[config.mk]
export PLATFORM = sky130hd
export DESIGN_NAME = ogt_trim_regs
export DESIGN_NICKNAME = d
export VERILOG_FILES = /design/src/logic/ogt_pkg.sv /design/src/logic/ogt_fuse_loader.sv /design/src/logic/ogt_trim_regs.sv
export SDC_FILE = /design/constraint.sdc
export NUM_CORES = 1
export LEC_CHECK = 0
export BUFFER_PORTS_ARGS = -buffer_cell sky130_fd_sc_hd__clkbuf_2
export CAP_MARGIN = 20
export CORE_UTILIZATION = 29
export DETAILED_ROUTE_END_ITERATION = 8
export PLACE_DENSITY = 0.47
export SKIP_LAST_GASP = 1
export SLEW_MARGIN = 20
export SYNTH_ARGS = -nofsm -noshare
export SYNTH_HDL_FRONTEND = slang
export SYNTH_SLANG_ARGS = --single-unit
[constraint.sdc]
create_clock -name clk_i -period 4.95 [get_ports clk_i]
set_input_delay 0.7425 -clock clk_i [delete_from_list [all_inputs] [get_ports clk_i]]
set_output_delay 0.7425 -clock clk_i [all_outputs]
set_load 0.01 [all_outputs]
[src/logic/ogt_pkg.sv]
package ogt_pkg;

    // Register indices; byte address is four times the index
    localparam logic [9:0] OFS_A_IDX = 10'h34c;
    localparam logic [9:0] OFS_B_IDX = 10'h34e;
    localparam logic [9:0] GAIN_A0_IDX = 10'h350;
    localparam logic [9:0] GAIN_A1_IDX = 10'h351;
    localparam logic [9:0] GAIN_B0_IDX = 10'h352;
    localparam logic [9:0] GAIN_B1_IDX = 10'h353;
    localparam logic [9:0] CTRL_IDX = 10'h360;
    localparam logic [9:0] STAT_IDX = 10'h361;

    // Field layout
    localparam int OFS_VAL_MSB = 11;
    localparam int GAIN_VAL_MSB = 4;
    localparam int CTRL_FG_CAL_BIT = 0;
    localparam int CTRL_DUAL_BIT = 1;
    localparam int STAT_DONE_BIT = 0;

    // Reset values
    localparam logic [15:0] OFS_RST = 16'h0000;
    localparam logic [7:0] GAIN_RST = 8'h00;
    localparam logic [1:0] CTRL_RST = 2'h0;

    // Fuse image: entries 0..1 offsets, 2..5 gains
    localparam logic [2:0] FUSE_ENTRIES = 3'h6;
    localparam logic [2:0] FUSE_GAIN_BASE = 3'h2;

    // Trims handed to the converter cores
    typedef struct packed {
        logic [4:0] a0;
        logic [4:0] a1;
        logic [4:0] b0;
        logic [4:0] b1;
    } ogt_gain_type;

    // One default value leaving the fuse loader
    typedef struct packed {
        logic       we;
        logic [2:0] sel;
        logic [15:0] data;
    } ogt_load_type;

endpackage

[src/logic/ogt_fuse_loader.sv]
`timescale 1ns/100ps
`default_nettype none

module ogt_fuse_loader (
    input wire logic clk_i,
    input wire logic rst_i,
    output logic [2:0] fuse_addr_o,
    input wire logic [15:0] fuse_data_i,
    output ogt_pkg::ogt_load_type load_o,
    output logic done_o
);

    typedef enum logic [1:0] {ADDR, TAKE, DONE} ogt_fuse_state_type;

    ogt_fuse_state_type state_r;
    logic [2:0] idx_r;

    // Walk the fuse image once after every reset; fuse reads take one cycle
    always_ff @(posedge clk_i) begin
        if (rst_i) begin
            state_r <= ADDR;
            idx_r <= 3'h0;
            load_o <= '0;
            done_o <= 1'b0;
        end else begin
            load_o.we <= 1'b0;
            case (state_r)
                ADDR: begin
                    state_r <= TAKE;
                end
                TAKE: begin
                    load_o.we <= 1'b1;
                    load_o.sel <= idx_r;
                    load_o.data <= fuse_data_i;
                    if (idx_r == ogt_pkg::FUSE_ENTRIES - 3'h1) begin
                        state_r <= DONE;
                    end else begin
                        idx_r <= idx_r + 3'h1;
                        state_r <= ADDR;
                    end
                end
                DONE: begin
                    done_o <= 1'b1;
                end
                default: begin
                    state_r <= DONE;
                end
            endcase
        end
    end

    assign fuse_addr_o = idx_r;

endmodule

`default_nettype wire

[src/logic/ogt_trim_regs.sv]
// Local design decision: the Wishbone slave port.
`timescale 1ns/100ps
`default_nettype none

// How it works
// - Offset for core B on input A, twelve low bits, read-write, four reserved bits above.
// - Offset for core B on input B, twelve low bits, read-write, four reserved bits above.
// - Core B offset applied in both modes, chosen by sampled input, only with calibration on.
// - Five-bit fine gain for core A bank 0, dual mode; three reserved bits; reset zero.
// - Five-bit fine gain for core A bank 1, dual mode; three reserved bits.
// - Five-bit fine gain for core B bank 0, dual mode; three reserved bits.
// - Fine gain for core B bank 1, dual mode; reset value zero.
// - All six trim registers take their default contents from the fuse image.
module ogt_trim_regs (
    input wire logic clk_i,
    input wire logic rst_i,
    input wire logic wb_cyc_i,
    input wire logic wb_stb_i,
    input wire logic wb_we_i,
    input wire logic [11:0] wb_adr_i,
    input wire logic [3:0] wb_sel_i,
    input wire logic [31:0] wb_dat_i,
    output logic [31:0] wb_dat_o,
    output logic wb_ack_o,
    output logic [2:0] fuse_addr_o,
    input wire logic [15:0] fuse_data_i,
    input wire logic input_b_sel_i,
    output logic [11:0] core_b_offset_o,
    output logic offset_apply_o,
    output ogt_pkg::ogt_gain_type gain_trim_o,
    output logic gain_apply_o,
    output logic loaded_o
);

    logic [15:0] ofs_r [2];
    logic [7:0] gain_r [4];
    logic [1:0] ctrl_r;
    logic [2:0] fuse_addr;
    ogt_pkg::ogt_load_type load;
    logic load_done;
    logic [1:0] hit_ofs;
    logic [3:0] hit_gain;
    logic hit_ctrl;
    logic hit_stat;
    logic bus_go;
    logic wr_go;
    logic [31:0] rd_nxt;
    logic [9:0] idx;

    // Default values from the fuse image
    ogt_fuse_loader u_fuse (
        .clk_i(clk_i),
        .rst_i(rst_i),
        .fuse_addr_o(fuse_addr),
        .fuse_data_i(fuse_data_i),
        .load_o(load),
        .done_o(load_done)
    );

    assign fuse_addr_o = fuse_addr;

    // The bus is held off until the defaults are in, so loads never race writes
    assign bus_go = wb_cyc_i && wb_stb_i && !wb_ack_o && load_done;
    assign wr_go = bus_go && wb_we_i;
    assign idx = wb_adr_i[11:2];

    // Address decode
    always_comb begin
        hit_ofs = 2'h0;
        hit_gain = 4'h0;
        hit_ctrl = 1'b0;
        hit_stat = 1'b0;
        case (idx)
            ogt_pkg::OFS_A_IDX: hit_ofs[0] = 1'b1;
            ogt_pkg::OFS_B_IDX: hit_ofs[1] = 1'b1;
            ogt_pkg::GAIN_A0_IDX: hit_gain[0] = 1'b1;
            ogt_pkg::GAIN_A1_IDX: hit_gain[1] = 1'b1;
            ogt_pkg::GAIN_B0_IDX: hit_gain[2] = 1'b1;
            ogt_pkg::GAIN_B1_IDX: hit_gain[3] = 1'b1;
            ogt_pkg::CTRL_IDX: hit_ctrl = 1'b1;
            ogt_pkg::STAT_IDX: hit_stat = 1'b1;
            default: hit_stat = 1'b0;
        endcase
    end

    // Offset registers, whole 16 bits stored, reserved bits included
    genvar gi;
    generate
        for (gi = 0; gi < 2; gi++) begin : g_ofs
            always_ff @(posedge clk_i) begin
                if (rst_i) begin
                    ofs_r[gi] <= ogt_pkg::OFS_RST;
                end else if (load.we && load.sel == 3'(gi)) begin
                    ofs_r[gi] <= load.data;
                end else if (wr_go && hit_ofs[gi]) begin
                    if (wb_sel_i[0]) begin
                        ofs_r[gi][7:0] <= wb_dat_i[7:0];
                    end
                    if (wb_sel_i[1]) begin
                        ofs_r[gi][15:8] <= wb_dat_i[15:8];
                    end
                end
            end
        end
    endgenerate

    // Fine gain registers, whole byte stored
    generate
        for (gi = 0; gi < 4; gi++) begin : g_gain
            always_ff @(posedge clk_i) begin
                if (rst_i) begin
                    gain_r[gi] <= ogt_pkg::GAIN_RST;
                end else if (load.we && load.sel == ogt_pkg::FUSE_GAIN_BASE + 3'(gi)) begin
                    gain_r[gi] <= load.data[7:0];
                end else if (wr_go && hit_gain[gi] && wb_sel_i[0]) begin
                    gain_r[gi] <= wb_dat_i[7:0];
                end
            end
        end
    endgenerate

    // Mode control: calibration enable and dual-channel select
    always_ff @(posedge clk_i) begin
        if (rst_i) begin
            ctrl_r <= ogt_pkg::CTRL_RST;
        end else if (wr_go && hit_ctrl && wb_sel_i[0]) begin
            ctrl_r <= wb_dat_i[1:0];
        end
    end

    // Read data mux; unmapped addresses read zero
    always_comb begin
        rd_nxt = 32'h0000_0000;
        if (hit_ofs[0]) begin
            rd_nxt[15:0] = ofs_r[0];
        end else if (hit_ofs[1]) begin
            rd_nxt[15:0] = ofs_r[1];
        end else if (hit_gain[0]) begin
            rd_nxt[7:0] = gain_r[0];
        end else if (hit_gain[1]) begin
            rd_nxt[7:0] = gain_r[1];
        end else if (hit_gain[2]) begin
            rd_nxt[7:0] = gain_r[2];
        end else if (hit_gain[3]) begin
            rd_nxt[7:0] = gain_r[3];
        end else if (hit_ctrl) begin
            rd_nxt[1:0] = ctrl_r;
        end else if (hit_stat) begin
            rd_nxt[ogt_pkg::STAT_DONE_BIT] = load_done;
        end
    end

    // Bus answer: one-cycle ack, every address answered
    always_ff @(posedge clk_i) begin
        if (rst_i) begin
            wb_ack_o <= 1'b0;
            wb_dat_o <= 32'h0000_0000;
        end else begin
            wb_ack_o <= bus_go;
            if (bus_go && !wb_we_i) begin
                wb_dat_o <= rd_nxt;
            end
        end
    end

    // Core B offset steering
    always_ff @(posedge clk_i) begin
        if (rst_i) begin
            core_b_offset_o <= 12'h000;
            offset_apply_o <= 1'b0;
        end else if (ctrl_r[ogt_pkg::CTRL_FG_CAL_BIT] && load_done) begin
            offset_apply_o <= 1'b1;
            if (input_b_sel_i) begin
                core_b_offset_o <= ofs_r[1][ogt_pkg::OFS_VAL_MSB:0];
            end else begin
                core_b_offset_o <= ofs_r[0][ogt_pkg::OFS_VAL_MSB:0];
            end
        end else begin
            core_b_offset_o <= 12'h000;
            offset_apply_o <= 1'b0;
        end
    end

    // Fine gain steering, dual-channel only
    always_ff @(posedge clk_i) begin
        if (rst_i) begin
            gain_trim_o <= '0;
            gain_apply_o <= 1'b0;
        end else if (ctrl_r[ogt_pkg::CTRL_DUAL_BIT] && load_done) begin
            gain_apply_o <= 1'b1;
            gain_trim_o.a0 <= gain_r[0][ogt_pkg::GAIN_VAL_MSB:0];
            gain_trim_o.a1 <= gain_r[1][ogt_pkg::GAIN_VAL_MSB:0];
            gain_trim_o.b0 <= gain_r[2][ogt_pkg::GAIN_VAL_MSB:0];
            gain_trim_o.b1 <= gain_r[3][ogt_pkg::GAIN_VAL_MSB:0];
        end else begin
            gain_trim_o <= '0;
            gain_apply_o <= 1'b0;
        end
    end

    // Loader status out
    always_ff @(posedge clk_i) begin
        if (rst_i) begin
            loaded_o <= 1'b0;
        end else begin
            loaded_o <= load_done;
        end
    end
endmodule

`default_nettype wire
# Word-level counts from Yosys, hierarchy flattened
# Memory sizes are Yosys's and may differ from the RTL's.
# Cells that the tools add are included.
dict set report word_totals {
  ff_bits 80
  latchBits 0
  ram_bits 64
  romBits 0
  in_bits 70
  out_inout_bits 71
  wordCells 178
  n_memories 2
}
# memory depth width read_ports rd_ports_with_merged_regs write_ports line_no
set mem_list {}
lappend mem_list {gain_r 4 8 4 0 4 ogt_trim_regs.sv:36} ;# logic [7:0] gain_r [4];
lappend mem_list {ofs_r 2 16 2 0 2 ogt_trim_regs.sv:35} ;# logic [15:0] ofs_r [2];
dict set report op_classes {
  addsub 1
  multipliers 0
  n_div 0
  order_cmp 0
  eq_ne 16
  shifts 0
  mux 93
  bitwise 17
  n_reduce_logical 32
}
# operator n
set ops {}
lappend ops {{$mux W8} 17}
lappend ops {{$eq A10 B10 Y1 const B} 8}
lappend ops {{$mux W1} 67}
lappend ops {{$mux W16} 3}
lappend ops {{$logic_and A1 B1 Y1} 25}
lappend ops {{$mux W20} 1}
lappend ops {{$or A1 B1 Y1} 14}
lappend ops {{$mux W12} 1}
lappend ops {{$eq A3 B3 Y1 const B} 3}
lappend ops {{$eq A3 B2 Y1 const B} 2}
lappend ops {{$mux W6} 1}
lappend ops {{$pmux W2 S3} 1}
lappend ops {{$mux W2} 2}
lappend ops {{$reduce_or A2 Y1} 2}
lappend ops {{$add A3 B1 Y3 const B} 1}
lappend ops {{$eq A3 B1 Y1 const B} 1}
lappend ops {{$logic_not A3 Y1} 1}
lappend ops {{$not A1 Y1} 3}
lappend ops {{$eq A2 B1 Y1 const B} 1}
lappend ops {{$eq A2 B2 Y1 const B} 1}
lappend ops {{$logic_not A1 Y1} 2}
lappend ops {{$logic_not A2 Y1} 1}
lappend ops {{$reduce_and A2 Y1} 1}

# Longest topological paths before layout
# Gate-level depths: netlist (run 1).
dict set report logic_depth {
  depth_word 11
  ltp_mapped 7
  ltp_nobuf 5
}

# Modules after synthesis
# From an unflattened synthesis (run 1), not the netlist that was laid out.
dict set report unflattened {
  cells_unflattened 593
  area_unflattened_um2 6496.2
}
# module n_inst cells_per_inst area_each_um2 seq_area_each_um2
set modules_own_cells {}
lappend modules_own_cells {ogt_trim_regs 1 480 5544.1 3002.9}
lappend modules_own_cells {ogt_fuse_loader 1 113 952.2 520.5}

# Least setup slack after synthesis (run 1)
# Ideal clock, no wire load.
dict set report synth_path {
  path_type {input port to flip-flop}
  from {input port wb_adr_i[6]}
  to {memory ofs_r[0][10] (enable)}
  setup_time_ns 0.384
  t_arrival_ns 2.151
  required_ns 4.566
  setup_slack_ns 2.415
  path_stages 4
  path_buffers 0
  cell_sequence {nand3b_1 -> nor2_1 -> nand3_1 -> o21ai_0}
}
# item line_no
set synth_rtl {}
lappend synth_rtl {{start, declared} ogt_trim_regs.sv:20} ;# input wire logic [11:0] wb_adr_i,
lappend synth_rtl {{end, declared} ogt_trim_regs.sv:35}

==> results of run 1 <==
[metrics by stage]
stage               setup WS [ns]  power, mW  cells
floorplan                    2.42       1.41    568
global placement             1.74       1.47    906
detailed placement           1.68       1.47    906
CTS                          2.12       2.89    938
global route                 1.93       2.96    938
finish                       2.15       2.86    938
[cell usage after synthesis, drive strengths merged, types with 2 or more instances]
| library cell | count |
|---|---|
| a21oi | 35 |
| a221o | 3 |
| a221oi | 10 |
| a22o | 64 |
| a22oi | 2 |
| a32o | 2 |
| and2 | 2 |
| and2b | 3 |
| and3 | 24 |
| and4b | 3 |
| buf | 28 |
| clkbuf | 19 |
| dfxtp | 80 |
| edfxtp | 64 |
| ha | 2 |
| inv | 8 |
| mux2 | 2 |
| mux2i | 16 |
| mux4 | 4 |
| nand2 | 54 |
| nand2b | 5 |
| nand3 | 6 |
| nand3b | 5 |
| nor2 | 44 |
| nor2b | 5 |
| nor3 | 15 |
| nor3b | 3 |
| nor4 | 10 |
| o21ai | 11 |
| o2bb2ai | 2 |
| or2 | 2 |
[routing by layer]
layer | share of wire, % | global-route usage, % | up-vias
li1 | - | - | 2252
met1 | 46 | 21.2 | 2201
met2 | 47 | 24.7 | 141
met3 | 6.0 | 4.23 | 24
met4 | 1.7 | 6.39 | 0
met5 | 0 | 0 | -
[worst max-delay path by stage]
stage	to	slack (ns)	depth (start not counted)
floorplan	ofs_r[0][10]$_DFFE_PP_	2.42	4
CTS	ofs_r[0][10]$_DFFE_PP_	2.12	4
global route	ofs_r[0][10]$_DFFE_PP_	1.93	4
detailed placement	ofs_r[0][12]$_DFFE_PP_	1.68	4
global placement	ofs_r[0][14]$_DFFE_PP_	1.74	4
finish	ofs_r[0][10]$_DFFE_PP_	2.15	4
[cells by family (layout without fill, tap and decap cells)]
family                   after synthesis  count (layout)  synth area share, %
adder cells (fa/ha/maj)                2               2                0.402
buffers and inverters                 55             150                 4.60
XOR/XNOR                               1               1                0.141
multiplexers                          22              22                 4.50
other                                  1              16               0.0602
flip-flops                           144             144                 56.6
AND/OR/NAND/NOR                      190             190                 16.8
AO/OA/AOI/OAI                        138             138                 17.0
[layout make-up]
class                           count  area (µm²)
Timing Repair Buffer              110         566
Fill cell                        2093       13400
Tap cell                          275         344
Inverter                            8        30.0
Clock inverter                     15         224
Multi-Input combinational cell    369        2490
Clock buffer                       17         425
Sequential cell                   144        3520
[power by group through the flow]
stage / Combinational, mW / Clock, mW / Sequential (mW)
after global routing: 0.156 / 1.49 / 1.31
after global placement: 0.139 / 0 / 1.33
final: 0.142 / 1.41 / 1.30
after CTS: 0.143 / 1.44 / 1.30
after floorplan: 0.0923 / 0 / 1.32
after detailed placement: 0.142 / 0 / 1.33
[sequential cells by signal, indices dropped and copies added (netlist names)]
name,flops
core_b_offset_o,12
ctrl_r,2
gain_apply_o,1
gain_r,32
gain_trim_o,20
loaded_o,1
offset_apply_o,1
ofs_r,32
u_fuse.done_o,1
u_fuse.fuse_addr_o,3
u_fuse.load_o,20
u_fuse.state_r,2
wb_ack_o,1
wb_dat_o,16
[critical path, delay by kind of cell]
kind | cells | cell delay (ns)
AND/OR/NAND/NOR | 2 | 0.83
buffers and inverters | 1 | 0.33
AO/OA/AOI/OAI | 1 | 0.92
[cells in the final DEF (no fill, tap or decap), types with 5 or more instances in the layout]
master / netlist / routed
dfxtp_1: 80 / 80
and3_1: 24 / 24
nor2_1: 42 / 42
nand2_1: 54 / 54
inv_1: 8 / 8
clkbuf_16: 0 / 17
a21oi_1: 35 / 35
nand3b_1: 5 / 5
nand2b_1: 5 / 5
a221oi_1: 10 / 10
mux2i_1: 16 / 16
a22o_1: 64 / 64
edfxtp_1: 64 / 64
nor3_1: 14 / 14
conb_1: 1 / 16
nor4_1: 7 / 6
clkbuf_2: 1 / 104
o21ai_0: 10 / 8
buf_4: 17 / 6
==> impl_metrics.py, run 1 <==
metrics = {
    "status": {
        "status": "completed",
    },
    "yosys": {
        "synthTopCellsByArea": "edfxtp_1 31%, dfxtp_1 26%, a22o_1 9.0%",
        "seq_area_frac_synth_pct": 56.6,
        "syn_area_mm2": 0.00623,
        "synth-async-reset-ratio_pct": 0,
        "synthDistinctLibCells": 63,
        "synth_largest_area_cell": "edfxtp_1",
        "synth_edf_count": 64,
        "syn_inst": 553,
        "yosysWarningCount": 0,
        "ys_seq_elements": 144,
        "syn_avg_cell_area_um2": 11.3,
        "yosys.area.top_type_share_pct": 30.9,
        "synth_top_flop_cell": "dfxtp_1",
    },
    "clock_network": {
        "cts_resized": 0,
        "numCtsBuffers": 17,
        "cts_root_buf": "clkbuf_16",
        "ctsHoldBuffers": 0,
        "h-tree-depth": 4,
        "clk_latency_ns": 0.43,
        "cts_sinks": 144,
        "clk_path_buf_depth": 2,
        "clk_pin_slew_ns": 0.06,
        "cts_tree": "done",
        "cts_setup_buffers": 0,
    },
    "setup_path": {
        "crit_path_end_kind": "flop",
        "worst_r2r_endpoint": "gain_r[1][2]$_DFFE_PP_",
        "cp_max_fo": 20,
        "r2r_setup_slack_ns": 2.43,
        "r2r_cells": 4,
        "crit_path_start_kind": "input port",
        "cpMaxStageDelayCell": "o21ai_0",
        "worst-setup-path-type": "in2reg",
        "required_ns": 4.99,
        "cp_cell_sequence": "clkbuf_2, nor2_1, nand3_1, o21ai_0",
        "cp.arrival_ns": 2.84,
        "r2r-start": "u_fuse.done_o$_SDFFE_PP0N_",
        "startpoint": "wb_adr_i[3]",
        "max_stage_delay_ns": 0.92,
    },
    "drt": {
        "ant_nets": 0,
        "drc": 0,
        "drt-total-wl_um": 17000,
        "drt-initial-drc-count": 325,
        "vias": 4618,
        "avgRoutedWirePerCell_um": 18.1,
        "vias_per_cell": 4.92,
        "drt_pre_antenna_iters": 4,
    },
    "power_and_ir_drop": {
        "p_leak_nw": 3.05,
        "comb_power_share_pct": 5.0,
        "switching_share_pct": 23.5,
        "clkPwrFrac_pct": 49.4,
        "p_int_mw": 2.19,
        "p_sw_uw": 671,
        "seq_power_share_pct": 45.7,
        "power_density_mw_per_mm2": 376,
        "ir_worst_vdd_v": 0.000201,
    },
    "floorplanning": {
        "start_util_pct": 29.6,
        "core_area_mm2": 0.0210,
        "die_area_mm2": 0.0221,
        "pin_count": 141,
        "rows": 53,
        "fp.dieH_um": 149,
        "die_w_um": 149,
    },
    "min_path": {
        "worstHoldStart": "wb_dat_o[4]$_SDFFE_PP0P_",
        "hold_end": "wb_dat_o[4]$_SDFFE_PP0P_",
        "holdPathStages": 2,
        "hold_path_class": "reg2reg",
    },
    "layout": {
        "fin_area_mm2": 0.00760,
        "utilization_pct": 36.2,
        "nets": 722,
        "drive_gt1_share_pct": 24.6,
        "diodes": 0,
        "area_delta_synth_final_pct": 22.0,
    },
    "timing": {
        "worst_pin_slew_ns": 1.05,
        "setup_tns_ns": 0,
        "clock_skew_ns": 0.00778,
        "hold_viol": 0,
        "post-route-period-util_pct": 56.5,
        "relSlewSlack_pct": 29.5,
        "drv_slew": 0,
        "period_needed_ns": 2.80,
        "fmax_mhz": 358,
        "finalSetupViolCount": 0,
        "rsz0062_at_grt": "no",
        "whs_ns": 0.461,
    },
    "place": {
        "portBuffers": 104,
        "gp_congestion": 0.805,
        "dp_hpwl_um": 12700,
        "placed_cell_area_mm2": 0.00695,
    },
    "global_routing": {
        "overflow": 0,
        "grt_antenna_before_repair": 0,
        "grt_pass1_wl_um": 26200,
        "groute.usage.overall_pct": 16.0,
        "grt_pass1_vias": 4527,
        "grt_max_degree": 43,
    },
    "job": {
        "maxCapViolCount": 0,
    },
}
(Power assumes the default switching activity.)
==> inputs of run 2 (changes only) <==
--- a/config.mk
+++ b/config.mk
@@ -5,6 +5,7 @@
 export SDC_FILE = /design/constraint.sdc
 export NUM_CORES = 1
 export LEC_CHECK = 0
+export ABC_AREA = 1
 export BUFFER_PORTS_ARGS = -buffer_cell sky130_fd_sc_hd__clkbuf_2
 export CAP_MARGIN = 20
 export CORE_UTILIZATION = 29
==> constraint.sdc (replaced) <==
create_clock -name clk_i -period 2.77 [get_ports clk_i]
set_input_delay 0.4155 -clock clk_i [delete_from_list [all_inputs] [get_ports clk_i]]
set_output_delay 0.4155 -clock clk_i [all_outputs]
set_load 0.01 [all_outputs]
==> run 2 against run 1 <==
Against the previous run:
- first-iteration DRC count decreased by 5.5%
- via count increased by 12%
- largest power group unchanged
- critical path type is now reg2reg
- sequential share of layout area decreased by 0.99 points
- register-to-register slack got worse by 1.7 ns
- final area increased by 2.2%
- utilization increased by 0.44 points
- worst hold slack got worse by 0.25 ns
- cell count increased by 20%
- die area increased by 1.5%
- synthesized cell count increased by 31%
==> impl_metrics.py, run 2 <==
metrics = {
    "status": {
        "status": "completed",
    },
    "place": {
        "dp_hpwl_um": 13300,
        "portBuffers": 104,
        "gp_congestion": 0.855,
        "place_ws_ns": 0.604,
    },
    "setup_path": {
        "cp_cell_sequence": "inv_2, nor3_4, nand2_2, nor2_8, inv_4, nor2_4, nand2_2, nand2_1",
        "max_stage_delay_ns": 0.38,
        "worst-setup-path-type": "reg2reg",
        "crit_path_end_kind": "flop",
        "required_ns": 2.85,
        "cpMaxStageDelayCell": "nand2_1",
        "worst_r2r_endpoint": "gain_r[2][2]$_SDFFCE_PN0P_",
        "cp_num_buf_inv": 2,
        "r2r_setup_slack_ns": 0.71,
        "r2r_cells": 8,
        "r2r-start": "u_fuse.done_o$_SDFFE_PP0N_",
        "crit_top_cell": "nand2_2",
        "cp.arrival_ns": 2.13,
        "cp_top_family": "simple AND/OR/NAND/NOR gates",
        "cp_max_fo": 9,
        "crit_path_start_kind": "flop",
    },
    "floorplanning": {
        "start_util_pct": 29.8,
        "pin_count": 141,
        "die_w_um": 150,
        "fp.dieH_um": 150,
        "core_area_mm2": 0.0212,
        "rows": 53,
        "die_area_mm2": 0.0224,
    },
    "power_and_ir_drop": {
        "p_sw_mw": 1.23,
        "ir_worst_vdd_v": 0.000278,
        "switching_share_pct": 24.4,
        "comb_power_share_pct": 5.5,
        "p_total_mw": 5.05,
        "p_int_mw": 3.82,
        "p_leak_nw": 3.34,
        "power_density_mw_per_mm2": 650,
        "seq_power_share_pct": 46.1,
        "clkPwrFrac_pct": 48.5,
    },
    "yosys": {
        "synth_largest_area_cell": "edfxtp_1",
        "syn_avg_cell_area_um2": 8.74,
        "syn_inst": 724,
        "synthTopCellsByArea": "edfxtp_1 30%, dfxtp_1 25%, nand2_1 6.4%",
        "yosysWarningCount": 0,
        "ys_seq_elements": 144,
        "synth_top_flop_cell": "dfxtp_1",
        "yosys-top-cells-count": "108 x nand2_1, 106 x inv_1, 80 x dfxtp_1, 70 x nor2_1",
        "seq_area_frac_synth_pct": 55.7,
        "syn_area_mm2": 0.00632,
        "synth-async-reset-ratio_pct": 0,
        "synth_edf_count": 64,
        "synthDistinctLibCells": 39,
        "yosysMostFrequentCell": "nand2_1",
        "yosys.area.top_type_share_pct": 30.4,
    },
    "clock_network": {
        "numCtsBuffers": 17,
        "cts_resized": 0,
        "ctsHoldBuffers": 0,
        "cts_setup_buffers": 0,
        "cts_sinks": 144,
        "h-tree-depth": 4,
        "cts_tree": "done",
        "cts_root_buf": "clkbuf_16",
        "clk_path_buf_depth": 2,
        "clk_pin_slew_ns": 0.07,
        "clk_latency_ns": 0.43,
    },
    "layout": {
        "area_delta_synth_final_pct": 22.8,
        "diodes": 0,
        "mostFrequentLayoutCell": "nand2_1",
        "nets": 913,
        "layout_common_cells": "108 x nand2_1, 106 x inv_1, 104 x clkbuf_2",
        "top_regs": "gain_r x32, ofs_r x32",
        "drive_gt1_share_pct": 21.9,
    },
    "global_routing": {
        "grt_pass1_wl_um": 27500,
        "grt_max_degree": 27,
        "overflow": 0,
        "groute.usage.overall_pct": 16.7,
        "grt_pass1_vias": 5032,
        "grt_antenna_before_repair": 0,
    },
    "timing": {
        "rsz0062_at_grt": "no",
        "setup_ws_ns": 0.713,
        "hold_viol": 0,
        "post-route-period-util_pct": 74.3,
        "period_needed_ns": 2.06,
        "worst_pin_slew_ns": 0.979,
        "drv_slew": 0,
        "finalSetupViolCount": 0,
        "setup_tns_ns": 0,
        "relSlewSlack_pct": 34.5,
        "fmax_mhz": 486,
        "clock_skew_ns": 0.00721,
    },
    "drt": {
        "vias_per_cell": 4.59,
        "avgRoutedWirePerCell_um": 15.9,
        "vias": 5181,
        "drt-total-wl_um": 17900,
        "ant_nets": 0,
        "drc": 0,
        "drt_pre_antenna_iters": 5,
        "drt-initial-drc-count": 307,
    },
    "min_path": {
        "hold_end": "u_fuse.load_o[15]$_SDFFE_PP0P_",
        "hold_path_class": "in2reg",
        "holdPathStages": 3,
        "worstHoldStart": "fuse_data_i[15]",
    },
    "job": {
        "maxCapViolCount": 0,
    },
}
run 2: final cells by class:
type	count	area [µm²]
tap	275	344
sequential	144	3520
multi-input combinational	440	2180
timing repair buffer	120	641
inverter	118	452
fill	2259	13500
clock inverter	15	196
clock buffer	17	425
run 2: power by group through the flow:
| stage | clock [mW] | sequential, mW | combinational (mW) |
|---|---|---|---|
| final | 2.45 | 2.33 | 0.276 |
| after global routing | 2.57 | 2.33 | 0.313 |
| after CTS | 2.48 | 2.33 | 0.278 |
| after detailed placement | 0 | 2.37 | 0.277 |
| after global placement | 0 | 2.37 | 0.275 |
| after floorplan | 0 | 2.36 | 0.179 |
run 2: worst register-to-register path, stage by stage (launching register included):
cell     delay, ns
dfxtp_1       0.37
inv_2         0.08
nor3_4        0.18
nand2_2       0.15
nor2_8        0.20
inv_4         0.08
nor2_4        0.11
nand2_2       0.16
nand2_1       0.38
run 2: worst max path at each step:
stage / startpoint / endpoint / slack (ns) / depth (start not counted)
6_report: u_fuse.done_o$_SDFFE_PP0N_ / gain_r[2][2]$_SDFFCE_PN0P_ / 0.71 / 8
5_1_grt: u_fuse.done_o$_SDFFE_PP0N_ / gain_r[2][6]$_SDFFCE_PN0P_ / 0.58 / 8
4_1_cts: u_fuse.done_o$_SDFFE_PP0N_ / gain_r[2][6]$_SDFFCE_PN0P_ / 0.68 / 8
3_5_place_dp: wb_cyc_i / gain_r[2][0]$_SDFFCE_PN0P_ / 0.60 / 9
3_3_place_gp: wb_cyc_i / gain_r[2][0]$_SDFFCE_PN0P_ / 0.62 / 9
2_1_floorplan: wb_adr_i[9] / gain_r[1][0]$_DFFE_PP_ / 0.76 / 5
run 2: cell families (layout without fill, tap and decap cells):
| group | count (synthesis) | after routing | synth area share, % |
|---|---|---|---|
| buffers and inverters | 155 | 270 | 10.6 |
| muxes | 2 | 2 | 0.356 |
| DFF | 144 | 144 | 55.7 |
| adders and majority gates | 2 | 2 | 0.396 |
| AOI/OAI and AO/OA | 187 | 187 | 15.8 |
| other | 1 | 16 | 0.0593 |
| and+or+nand+nor | 233 | 233 | 17.1 |
run 2: layer usage:
| metal | part of all wire, % | global-route usage [%] |
|---|---|---|
| met5 | 0 | 0 |
| met4 | 1.7 | 5.15 |
| met3 | 5.2 | 3.81 |
| met2 | 48 | 28.2 |
| met1 | 45 | 21.1 |
run 2: per-stage QoR:
| stage | instances | util (%) | hold WS [ns] | cell area (µm²) |
|---|---|---|---|---|
| 2_1_floorplan | 739 | - | 0.425 | 6380 |
| 3_3_place_gp | 1097 | 33.7 | 0.449 | 7140 |
| 3_5_place_dp | 1097 | 33.7 | 0.460 | 7140 |
| 4_1_cts | 1129 | 36.6 | 0.211 | 7770 |
| 5_1_grt | 1129 | 36.6 | 0.280 | 7770 |
| 6_report | 1129 | 36.6 | 0.214 | 7770 |
==> inputs of run 3 (changes only) <==
--- a/config.mk
+++ b/config.mk
@@ -10,7 +10,7 @@
 export CAP_MARGIN = 20
 export CORE_UTILIZATION = 29
 export DETAILED_ROUTE_END_ITERATION = 8
-export PLACE_DENSITY = 0.47
+export PLACE_DENSITY = 0.49
 export SKIP_LAST_GASP = 1
 export SLEW_MARGIN = 20
 export SYNTH_ARGS = -nofsm -noshare
==> constraint.sdc (replaced) <==
create_clock -name clk_i -period 1.7 [get_ports clk_i]
set_input_delay 0.255 -clock clk_i [delete_from_list [all_inputs] [get_ports clk_i]]
set_output_delay 0.255 -clock clk_i [all_outputs]
set_load 0.01 [all_outputs]
==> run 3 against run 2 <==
Against the previous run:
- fmax increased by 27%
- worst hold slack got worse by 0.15 ns
- critical endpoint is now ofs_r[1][5]$_SDFFCE_PN0P_
- non-clock buffer count increased by 47
- largest power group is now sequential cells
- clock skew increased by 0.0023 ns
==> impl_metrics.py, run 3 (synthesized netlist as in run 2, its figures left out) <==
metrics = {
    "clock_network": {
        "clk_pin_slew_ns": 0.07,
        "h-tree-depth": 4,
        "clk_latency_ns": 0.43,
        "cts_tree": "done",
        "cts_sinks": 144,
        "clk_path_buf_depth": 2,
        "numCtsBuffers": 17,
        "ctsHoldBuffers": 0,
        "cts_root_buf": "clkbuf_16",
    },
    "setup_path": {
        "crit_path_start_kind": "flop",
        "required_ns": 1.85,
        "crit_path_end": "ofs_r[1][5]$_SDFFCE_PN0P_",
        "cpMaxStageDelayCell": "dfxtp_2",
        "max_stage_delay_ns": 0.34,
        "r2r_setup_slack_ns": 0.08,
        "cp.depth": 8,
        "startpoint": "wb_ack_o$_SDFF_PP0_",
        "cp_max_fo": 8,
        "crit_path_end_kind": "flop",
        "worst_r2r_endpoint": "ofs_r[1][5]$_SDFFCE_PN0P_",
        "cp_top_family": "simple AND/OR/NAND/NOR gates",
        "cp_num_buf_inv": 2,
        "r2r_cells": 8,
        "worst-setup-path-type": "reg2reg",
        "cp.arrival_ns": 1.77,
        "r2r-start": "wb_ack_o$_SDFF_PP0_",
        "cp_cell_sequence": "nor3_4, nand2_4, nor2_8, inv_4, nor2_4, nand2_2, nand2_1, buf_12",
    },
    "drt": {
        "vias": 5313,
        "drt-total-wl_um": 18100,
        "drc": 0,
        "vias_per_cell": 4.52,
        "drt_pre_antenna_iters": 5,
        "drt-initial-drc-count": 345,
        "ant_nets": 0,
        "avgRoutedWirePerCell_um": 15.4,
    },
    "layout": {
        "layout_common_cells": "106 x inv_1, 104 x nand2_1, 104 x clkbuf_2",
        "drive_gt1_share_pct": 27.6,
        "nets": 960,
        "area_delta_synth_final_pct": 29.1,
        "top_regs": "gain_r x32, ofs_r x32",
        "fin_area_mm2": 0.00817,
        "mostFrequentLayoutCell": "inv_1",
        "diodes": 0,
    },
    "timing": {
        "period_needed_ns": 1.62,
        "hold_viol": 0,
        "post-route-period-util_pct": 95.5,
        "fmax_mhz": 616,
        "worst_pin_slew_ns": 0.633,
        "drv_slew": 0,
        "rsz0062_at_grt": "yes",
        "relSlewSlack_pct": 57.7,
        "finalSetupViolCount": 0,
        "clock_skew_ns": 0.00947,
    },
    "status": {
        "status": "completed",
    },
    "place": {
        "dp_hpwl_um": 13900,
        "portBuffers": 104,
        "placed_cell_area_mm2": 0.00753,
        "gp_congestion": 0.891,
    },
    "floorplanning": {
        "fp.dieH_um": 150,
        "die_area_mm2": 0.0224,
        "core_area_mm2": 0.0212,
        "rows": 53,
        "start_util_pct": 29.8,
        "pin_count": 141,
        "die_w_um": 150,
    },
    "power_and_ir_drop": {
        "seq_power_share_pct": 47.3,
        "comb_power_share_pct": 6.5,
        "p_int_mw": 5.88,
        "clkPwrFrac_pct": 46.2,
        "switching_share_pct": 26.5,
        "p_total_mw": 8.00,
        "p_leak_nw": 3.58,
        "ir_worst_vdd_v": 0.000516,
        "power_density_mw_per_mm2": 980,
        "p_sw_mw": 2.12,
    },
    "global_routing": {
        "grt_pass1_wl_um": 27800,
        "grt_pass1_vias": 5153,
        "grt_antenna_before_repair": 1,
        "groute.usage.overall_pct": 16.7,
        "grt_max_degree": 31,
        "overflow": 0,
    },
    "min_path": {
        "hold_path_class": "in2reg",
        "holdPathStages": 3,
    },
    "job": {
        "maxCapViolCount": 0,
    },
}
[run 3: power by group through the flow]
stage	Sequential (mW)	Clock, mW	Combinational (mW)
after floorplan	3.84	0	0.291
after global placement	3.86	0	0.516
after detailed placement	3.86	0	0.519
after CTS	3.78	3.74	0.523
after global routing	3.80	3.91	0.580
final	3.78	3.69	0.523
[run 3: final cells by class]
cell class	count	area (µm²)
multi-input cells	440	2230
clock buffers	17	425
well taps	275	344
clock inverters	15	160
repair buffers	167	1030
fillers	2181	13100
flip-flops and latches	144	3530
inverters	118	452
[run 3: per-layer routing]
layer  GRT usage (%)  up-vias  routed length (µm)
met5               0        -                  11
met2            27.8      126                8800
met4            6.26        2                 362
met3            4.51       25                 930
li1                -     2718                   -
met1            20.5     2442                7960
[run 3: metrics by stage]
step                hold slack (ns)  utilization, %  std cells  setup TNS [ns]  setup WS, ns
floorplan                     0.390               -        739           -3.37        -0.211
detailed placement            0.449            35.5       1143           -2.67        -0.106
CTS                          0.0507            38.3       1176               0       0.00519
global route                 0.0718            38.5       1176          -0.153       -0.0520
finish                       0.0595            38.5       1176               0        0.0758
global placement              0.442            35.5       1143           -1.09       -0.0482
[run 3: worst register-to-register path: stages, from the launching register on]
cell	delay [ns]
dfxtp_2	0.34
nor3_4	0.26
nand2_4	0.12
nor2_8	0.12
inv_4	0.06
nor2_4	0.11
nand2_2	0.09
nand2_1	0.11
buf_12	0.14
[run 3: worst min-delay path by stage]
stage | startpoint | endpoint | slack [ns]
after global routing | fuse_data_i[15] | u_fuse.load_o[15]$_SDFFE_PP0P_ | 0.07
after CTS | fuse_data_i[15] | u_fuse.load_o[15]$_SDFFE_PP0P_ | 0.05
final | fuse_data_i[15] | u_fuse.load_o[15]$_SDFFE_PP0P_ | 0.06
after global placement | u_fuse.state_r[0]$_SDFFE_PP0P_ | u_fuse.state_r[0]$_SDFFE_PP0P_ | 0.44
after detailed placement | u_fuse.state_r[0]$_SDFFE_PP0P_ | u_fuse.state_r[0]$_SDFFE_PP0P_ | 0.45
after floorplan | fuse_data_i[15] | u_fuse.load_o[15]$_SDFFE_PP0P_ | 0.39
[run 3: repair_timing]
item | in CTS | in global routing
pin swaps | 0 | 3
hold endpoints to repair | 0 | 0
gates resized for setup | 3 | 14
buffers inserted | 1 | 0
endpoints found under the setup margin | 38 | 95
